--- src/rtl/asu_defines.vh ---
// asu_defines.vh: register map, field positions and reset values of the
// accumulator subtract unit; included by every design file of the block.
`ifndef ASU_DEFINES_VH
`define ASU_DEFINES_VH

// register byte addresses (one aligned word each)
`define ASU_ADDR_ACC      12'h000
`define ASU_ADDR_OPERAND  12'h004
`define ASU_ADDR_CMD      12'h008
`define ASU_ADDR_STATUS   12'h00C
`define ASU_ADDR_RESULT   12'h010

// command field positions
`define ASU_CMD_GO        0
`define ASU_CMD_TO_MEM    1

// status field positions
`define ASU_ST_C          0
`define ASU_ST_AC         1
`define ASU_ST_Z          2
`define ASU_ST_OV         3
`define ASU_ST_MEMWR      4
`define ASU_ST_BUSY       5

// reset values
`define ASU_ACC_RST       8'h00
`define ASU_FLAGS_RST     4'h0
`define ASU_OPERAND_RST   8'h00

// cycles from command to result written back
`define ASU_EXEC_CYCLES   2'h1

`endif

--- src/rtl/asu_sub8.v ---
// asu_sub8.v: combinational 8-bit subtractor with flag outputs.
// assumes operands are stable for the cycle in which they are used.
`timescale 1ns/100ps
`include "asu_defines.vh"

module asu_sub8
(
	input  wire [7:0] minuend,
	input  wire [7:0] subtrahend,
	output wire [7:0] diff,
	output wire       carry,
	output wire       half_carry,
	output wire       zero,
	output wire       overflow
);

	wire [8:0] full_w;
	wire [4:0] low_w;

	// carry set means no borrow, as in a 6502-style subtract
	assign full_w     = {1'b0, minuend} + {1'b0, ~subtrahend} + 9'h001;
	assign low_w      = {1'b0, minuend[3:0]} + {1'b0, ~subtrahend[3:0]}
		+ 5'h01;
	assign diff       = full_w[7:0];
	assign carry      = full_w[8];
	assign half_carry = low_w[4];
	assign zero       = (full_w[7:0] == 8'h00);
	assign overflow   = (minuend[7] != subtrahend[7]) &&
		(full_w[7] != minuend[7]);

endmodule // asu_sub8

--- src/rtl/asu_top.v ---
// asu_top.v: subtract slice of an 8-bit core, reached over APB.
// assumes one APB master on pclk; the memory byte is delivered by software
// in the operand register and taken back from the result register.
`timescale 1ns/100ps
`include "asu_defines.vh"

module asu_top
(
	input  wire        pclk,
	input  wire        presetn,
	input  wire        psel,
	input  wire        penable,
	input  wire        pwrite,
	input  wire [11:0] paddr,
	input  wire [31:0] pwdata,
	output reg  [31:0] prdata,
	output reg         pready,
	output reg         pslverr,
	output reg  [7:0]  accumulator_reg,
	output reg  [7:0]  mem_wdata,
	output reg         mem_we,
	output reg         carry_flag,
	output reg         half_carry_flag,
	output reg         zero_flag,
	output reg         overflow_flag
);

	reg  [7:0] operand_r;
	reg        go_r;
	reg        to_mem_r;
	reg        mem_written_r;
	reg  [7:0] result_r;
	wire [7:0] diff_w;
	wire       c_w;
	wire       ac_w;
	wire       z_w;
	wire       ov_w;
	wire       setup_w;
	wire       wr_w;
	reg  [31:0] rd_nxt;
	reg        hit_nxt;

	function is_mapped;
		input [11:0] a;
		begin
			is_mapped = (a == `ASU_ADDR_ACC) || (a == `ASU_ADDR_OPERAND) ||
				(a == `ASU_ADDR_CMD) || (a == `ASU_ADDR_STATUS) ||
				(a == `ASU_ADDR_RESULT);
		end
	endfunction

	asu_sub8 u_sub
	(
		.minuend    (accumulator_reg),
		.subtrahend (operand_r),
		.diff       (diff_w),
		.carry      (c_w),
		.half_carry (ac_w),
		.zero       (z_w),
		.overflow   (ov_w)
	);

	// no wait state: answer comes in the first access cycle
	assign setup_w = psel && !penable;
	assign wr_w    = psel && penable && pready && pwrite;

	always @*
	begin
		rd_nxt  = 32'h00000000;
		hit_nxt = is_mapped(paddr);
		case (paddr)
		`ASU_ADDR_ACC:     rd_nxt = {24'h000000, accumulator_reg};
		`ASU_ADDR_OPERAND: rd_nxt = {24'h000000, operand_r};
		`ASU_ADDR_CMD:     rd_nxt = {30'h00000000, to_mem_r, 1'b0};
		`ASU_ADDR_STATUS:  rd_nxt = {26'h0000000, go_r, mem_written_r,
			overflow_flag, zero_flag, half_carry_flag, carry_flag};
		`ASU_ADDR_RESULT:  rd_nxt = {24'h000000, result_r};
		default:           rd_nxt = 32'h00000000;
		endcase
	end

	always @(posedge pclk or negedge presetn)
	begin
		if (!presetn)
		begin
			pready  <= 1'b0;
			pslverr <= 1'b0;
			prdata  <= 32'h00000000;
		end
		else
		begin
			pready  <= setup_w;
			pslverr <= setup_w && !hit_nxt;
			if (setup_w && !pwrite)
				prdata <= rd_nxt;
		end
	end

	always @(posedge pclk or negedge presetn)
	begin
		if (!presetn)
		begin
			accumulator_reg <= `ASU_ACC_RST;
			operand_r       <= `ASU_OPERAND_RST;
			go_r            <= 1'b0;
			to_mem_r        <= 1'b0;
			mem_written_r   <= 1'b0;
			result_r        <= 8'h00;
			mem_wdata       <= 8'h00;
			mem_we          <= 1'b0;
			{overflow_flag, zero_flag, half_carry_flag, carry_flag}
				<= `ASU_FLAGS_RST;
		end
		else
		begin
			mem_we <= 1'b0;
			if (go_r)
			begin
				go_r            <= 1'b0;
				result_r        <= diff_w;
				carry_flag      <= c_w;
				half_carry_flag <= ac_w;
				zero_flag       <= z_w;
				overflow_flag   <= ov_w;
				if (to_mem_r)
				begin
					// accumulator deliberately held on this form
					mem_wdata     <= diff_w;
					mem_we        <= 1'b1;
					mem_written_r <= 1'b1;
				end
				else
				begin
					accumulator_reg <= diff_w;
					mem_written_r   <= 1'b0;
				end
			end
			else if (wr_w)
			begin
				// writes during execution are ignored to keep operands steady
				case (paddr)
				`ASU_ADDR_ACC:     accumulator_reg <= pwdata[7:0];
				`ASU_ADDR_OPERAND: operand_r <= pwdata[7:0];
				`ASU_ADDR_CMD:
				begin
					to_mem_r <= pwdata[`ASU_CMD_TO_MEM];
					go_r     <= pwdata[`ASU_CMD_GO];
				end
				default:           go_r <= 1'b0;
				endcase
			end
		end
	end

endmodule // asu_top

--- config.mk ---
export PLATFORM = sky130hd
export DESIGN_NAME = asu_top
export DESIGN_NICKNAME = d
export VERILOG_FILES = /design/src/rtl/asu_sub8.v /design/src/rtl/asu_top.v
export VERILOG_INCLUDE_DIRS = /design/src /design/src/rtl
export SDC_FILE = /design/constraint.sdc
export NUM_CORES = 1
export LEC_CHECK = 0
export ABC_AREA = 1
export BUFFER_PORTS_ARGS = -buffer_cell sky130_fd_sc_hd__buf_2
export CAP_MARGIN = 40
export CORE_MARGIN = 2
export CORE_UTILIZATION = 51
export DETAILED_ROUTE_END_ITERATION = 12
export GPL_TIMING_DRIVEN = 1
export PLACE_DENSITY = 0.87
export SETUP_SLACK_MARGIN = 0.1
export SLEW_MARGIN = 40
export SYNTH_ARGS = -nofsm -noshare
export SYNTH_HDL_FRONTEND = slang
export SYNTH_SLANG_ARGS = --single-unit
--- constraint.sdc ---
create_clock -name pclk -period 2.3 [get_ports pclk]
set_clock_uncertainty 0.2 [all_clocks]
set_input_delay 0.46 -clock pclk [delete_from_list [all_inputs] [get_ports pclk]]
set_output_delay 0.46 -clock pclk [all_outputs]
set_load 0.1 [all_outputs]
==> results of run 1 <==
-- routing by layer --
layer  vias up  GRT usage (%)  share of wire [%]
li1       1315              -                  -
met3        14           4.84                8.4
met1      1262           29.9                 41
met4         0           7.80                1.8
met5         -              0                  0
met2       149           38.4                 49
-- worst max-delay path by stage --
stage,slack (ns),end,depth (start not counted),from
6_report,0.22,accumulator_reg[1],7,accumulator_reg[0]
5_1_grt,0.08,mem_wdata[6],10,accumulator_reg[0]
4_1_cts,0.12,result_r[6],11,accumulator_reg[0]
3_5_place_dp,0.17,result_r[6],11,accumulator_reg[0]
3_3_place_gp,0.22,accumulator_reg[4],11,accumulator_reg[0]
2_1_floorplan,0.10,accumulator_reg[6],10,accumulator_reg[0]
-- through the flow --
step	power [W]	hold slack (ns)	cells	setup slack (ns)	utilization [%]
after global placement	0.00120	0.242	515	0.220	56.7
after CTS	0.00184	0.195	524	0.117	58.8
after floorplan	0.00118	-0.0356	414	0.104	-
after global routing	0.00189	0.191	525	0.0833	59.2
after detailed placement	0.00121	0.258	515	0.168	56.7
final	0.00183	0.192	525	0.218	59.2
-- cell type report --
class                   count  area [sq um]  area share, %
inverters                  48           185           5.34
repair buffers             60           328           9.46
clock inverters             1          30.0          0.866
multi-input cells         284          1480           42.7
clock buffers               7          86.3           2.49
flip-flops and latches     50          1260           36.4
well taps                  75          93.8           2.71
-- where the power goes --
group          total (W)  switching, W  internal [W]
clock           0.000638      0.000283      0.000355
sequential      0.000885    0.00000243      0.000883
combinational   0.000302      0.000266     0.0000362
total            0.00183      0.000552       0.00127
-- cells in the mapped netlist (all sizes together), types with 2 or more instances --
master,count,area share (%)
a31oi,3,0.61
buf,30,8.0
nand3,49,8.9
or2,3,0.61
a21oi,7,1.5
o21ai,21,4.5
nand2,116,15
o211ai,3,0.90
nor2,36,5.8
nand4,7,1.4
dfrtp,50,41
inv,47,5.8
clkbuf,2,0.24
nor3,3,0.86
ha,8,3.3
-- cell families after synthesis --
group | synth area share [%]
AND/OR/NAND/NOR | 32.8
buffers and inverters | 14.3
flip-flops | 40.8
AO/OA/AOI/OAI | 7.79
adder cells (fa/ha/maj) | 3.92
XOR/XNOR | 0.286
other | 0.122
-- repair_timing --
item / CTS / global route
hold buffers: 1 / 0
setup buffers: 0 / 1
endpoints found under the setup margin: 0 / 9
hold endpoints to repair: 19 / 0
resized for setup: 0 / 6
==> reports/qor.yml, run 1 <==
global_route:
  grt_start_max_net_pins: 32
  groute.usage.overall_pct: 23.0
  global_route_wire_length_before_repair_um: 11600
  grt_pass1_vias: 2456
  number_of_antenna_violations_at_the_first_check_in_global_routing: 0
  grt.overflow.total: 0
worst_setup_path:
  endpoint_kind: "flip-flop"
  cp_data_required_time_ns: 2.33
  critical_path.reg2reg.endpoint: "accumulator_reg[1]"
  crit_arrival_ns: 2.11
  reg2regPathDepth: 7
  reg2reg_setup_slack_ns: 0.22
  cp.buffers_inverters: 1
  crit_chain: "inv_1, ha_2, fa_2, or2_2, o21ai_0, nand2_1, o21ai_0"
  setup.worst_path.class: "reg -> reg"
  cp_slowest_cell: "sky130_fd_sc_hd__dfrtp_4"
  worst-path-max-fanout: 3
  critical-path-top-cell-by-count: "sky130_fd_sc_hd__o21ai_0"
  crit_path_max_incr_delay_ns: 0.49
  worstSetupStartpointType: "flip-flop"
  regToRegStartpoint: "accumulator_reg[0]"
  critPathTopFamily: "adder cells"
final_layout:
  insertedDiodeCount: 0
  fill_cells: 529
  post-route-cell-area_sq_um: 3470
  mostFrequentLayoutCell: "sky130_fd_sc_hd__nand2_1"
  area_growth_syn_to_layout_pct: 13.0
  final_nets: 507
  final_cell_mix: "108 x sky130_fd_sc_hd__nand2_1, 55 x sky130_fd_sc_hd__buf_2, 45 x sky130_fd_sc_hd__inv_1"
  post_route_cells_drive_above_1_share_pct: 26.0
floorplanning:
  die-height_um: 81.5
  io_pins: 104
  design.core.area_sq_um: 5850
  die_area_sq_um: 6650
  initial_utilization_pct: 52.4
  die_w_um: 81.5
  fp-row-count: 28
synthesis:
  ys_seq_elements: 50
  post_synthesis_average_cell_area_sq_um: 7.84
  yosys.cell_types.count: 36
  synth-async-reset-ratio_pct: 100
  syn_area_sq_um: 3070
  synth-main-ff-cell: "sky130_fd_sc_hd__dfrtp_1"
  synth_edf_count: 0
  ys_warn_count: 0
  synth-seq-area-share_pct: 40.8
  mapped_cells: 391
clocking:
  root_driver: "sky130_fd_sc_hd__clkbuf_8"
  ctsLongestPathBuffers: 2
  ctsHtreeMaxLevel: 2
  cts_tree: "yes"
  clock_insertion_delay_worst_skew_ns: 0.31
  cts_sinks: 50
  cts-buffers-inserted: 5
  clk_transition_reported_paths_ns: 0.09
placed_design:
  numPortBuffers: 55
  dp.final_hpwl_um: 5350
  final_weighted_congestion_in_routability_driven_placement: 0.886
  placedInstanceArea_sq_um: 3310
timing:
  setup_total_negative_slack_ns: 0
  clock.fmax_mhz: 480
  tcrit_tclk_final_pct: 90.5
  layout_min_cycle_time_ns: 2.08
  number_of_hold_violations_in_the_final_report: 0
  final_setup_violation_count: 0
  slew_viol_final: 0
  rsz0062_at_grt: "no"
min_path:
  min_path_type: "in -> reg"
  min_from: "penable"
  whs_path_depth: 2
  worst_hold_path.endpoint: "pready"
detailed_routing:
  ant_nets: 0
  route.detailed.wl_per_inst_um: 13.7
  detail_route.wirelength_um: 7220
  vias: 2740
  drtIter0Drc: 236
  firstDrtPassIters: 5
  drc: 0
  route.detailed.vias_per_inst: 5.22
job:
  cap_violations: 0
pwr:
  power_density_nw_per_um2: 527
  cellLeakagePower_nw: 1.82
  max-vdd-ir-drop_uv: 368
run_status:
  status: "complete, no violations"
Power figures use the tool's default switching activity.
==> run 2, diff against run 1 <==
- CORE_UTILIZATION: 51 -> 55
- PLACE_DENSITY: 0.87 -> 0.92
- clock period: 2.3 -> 2.4 ns (I/O delays scaled with it)
==> run 2 against run 1 <==
Fmax down 3.9%. Cell area shrank 1.3%. Non-clock buffer count rose by 3. Register-to-register slack improved by 0.02 ns. Sequential cell count unchanged. Combinational power decreased by 4%. First-iteration DRC count up 0.85%. Sequential share of layout area increased by 0.27 points. Die area is 6.9% lower. Sequential power is 4.2% lower. Largest cell class unchanged.
==> reports/qor.yml, run 2 (synthesis gave the netlist of run 1 again) <==
placed_design:
  placedInstanceArea_sq_um: 3330
  dp.final_hpwl_um: 5360
  final_weighted_congestion_in_routability_driven_placement: 0.938
  numPortBuffers: 55
clocking:
  ctsLongestPathBuffers: 2
  root_driver: "sky130_fd_sc_hd__clkbuf_8"
  ctsResizeCount: 0
  ctsHtreeMaxLevel: 2
  clock_insertion_delay_worst_skew_ns: 0.30
  cts_sinks: 50
  cts_tree: "yes"
  clk_transition_reported_paths_ns: 0.08
  cts-buffers-inserted: 5
floorplanning:
  design.core.area_sq_um: 5440
  die-height_um: 78.7
  initial_utilization_pct: 56.4
  die_w_um: 78.7
  io_pins: 104
  fp-row-count: 27
  die_area_sq_um: 6190
detailed_routing:
  route.detailed.wl_per_inst_um: 13.2
  drc: 0
  vias: 2703
  detail_route.wirelength_um: 6920
  firstDrtPassIters: 6
  drtIter0Drc: 238
  ant_nets: 0
  route.detailed.vias_per_inst: 5.16
worst_setup_path:
  critical-path-top-cell-by-count: "sky130_fd_sc_hd__nand2_1"
  cp_data_required_time_ns: 2.44
  endpoint_kind: "flip-flop"
  crit_arrival_ns: 2.21
  critPathTopFamily: "simple AND/OR/NAND/NOR gates"
  reg2reg_setup_slack_ns: 0.23
  worstSetupStartpointType: "flip-flop"
  crit_path_max_incr_delay_ns: 0.39
  crit_chain: "inv_1, ha_1, fa_1, inv_1, nand2_1, nand2_1, nand2_1, nand2_1, nand2_1, nor2_1, nand4_1, nand2_1"
  cp_slowest_cell: "sky130_fd_sc_hd__dfrtp_2"
  setup.worst_path.class: "reg -> reg"
  cp.buffers_inverters: 2
  worst-path-max-fanout: 3
timing:
  setup_total_negative_slack_ns: 0
  rsz0062_at_grt: "no"
  slew_viol_final: 0
  tcrit_tclk_final_pct: 90.2
  number_of_hold_violations_in_the_final_report: 0
  layout_min_cycle_time_ns: 2.17
  final_setup_violation_count: 0
  clock.fmax_mhz: 462
final_layout:
  area_growth_syn_to_layout_pct: 11.5
  final_nets: 510
  post_route_cells_drive_above_1_share_pct: 23.9
  fill_cells: 490
  final_cell_mix: "111 x sky130_fd_sc_hd__nand2_1, 55 x sky130_fd_sc_hd__buf_2, 47 x sky130_fd_sc_hd__dfrtp_1"
  mostFrequentLayoutCell: "sky130_fd_sc_hd__nand2_1"
  post-route-cell-area_sq_um: 3420
  insertedDiodeCount: 0
global_route:
  groute.usage.overall_pct: 23.6
  grt.overflow.total: 0
  global_route.peak_usage_layer: "met2"
  gr-usage-met1_pct: 29.4
  grtUsageMet2_pct: 40.4
  use_met3_pct: 4.37
  global_route_wire_length_before_repair_um: 11600
  grt_pass1_vias: 2634
  number_of_antenna_violations_at_the_first_check_in_global_routing: 0
  grt_start_max_net_pins: 27
pwr:
  cellLeakagePower_nw: 1.82
  power_density_nw_per_um2: 466
  max-vdd-ir-drop_uv: 272
run_status:
  status: "complete, no violations"
min_path:
  min_path_type: "in -> reg"
job:
  cap_violations: 0
-- run 2: cell types whose count changed in the layout (fill, tap and decap cells not counted), moves of 3 or more --
cell | before | now
sky130_fd_sc_hd__dfrtp_2 | 6 | 3
sky130_fd_sc_hd__nand2_2 | 6 | 3
sky130_fd_sc_hd__dfrtp_1 | 43 | 47
sky130_fd_sc_hd__buf_4 | 3 | 6
sky130_fd_sc_hd__nand2_1 | 108 | 111
-- run 2: worst paths after layout --
check / from / to / depth (start not counted)
max: accumulator_reg[0] / zero_flag / 12
min: penable / pslverr / 2
max reg2reg: accumulator_reg[0] / zero_flag / 12
min reg2reg: prdata[6] / prdata[6] / 2
max in group asynchronous: presetn / accumulator_reg[0] / 3
min in group asynchronous: presetn / mem_wdata[6] / 2
-- run 2: power by group --
part / internal [W] / switching [W]
clock: 0.000201 / 0.000256
combinational: 0.0000357 / 0.000254
sequential: 0.000846 / 0.00000208
-- run 2: what timing repair did --
item	CTS	global route
setup buffers	0	1
hold buffers	1	0
endpoints found under the setup margin	0	3
endpoints found under the hold margin	11	0
-- run 2: per-stage QoR --
step                util, %  total power, W  worst slack, ns  std cells  hold slack (ns)
global route           62.9         0.00166           0.0915        524            0.220
detailed placement     61.1         0.00115            0.316        515            0.182
global placement       61.1         0.00115            0.356        515            0.181
finish                 62.9         0.00160            0.235        524            0.206
floorplan                 -         0.00113            0.102        414          -0.0156
CTS                    62.7         0.00161            0.255        523            0.204
-- run 2: layout make-up --
type	count	area, sq um	share of cell area [%]
tap	72	90.1	2.63
sequential	50	1250	36.7
multi-input combinational	284	1460	42.8
timing repair buffer	63	350	10.2
inverter	48	185	5.42
clock buffer	7	76.3	2.23
-- run 2: layer usage --
metal  wire (um)  share of wire, %
met5           0                 0
met2        3420                49
met3         500               7.2
met1        2860                41
met4         135               2.0
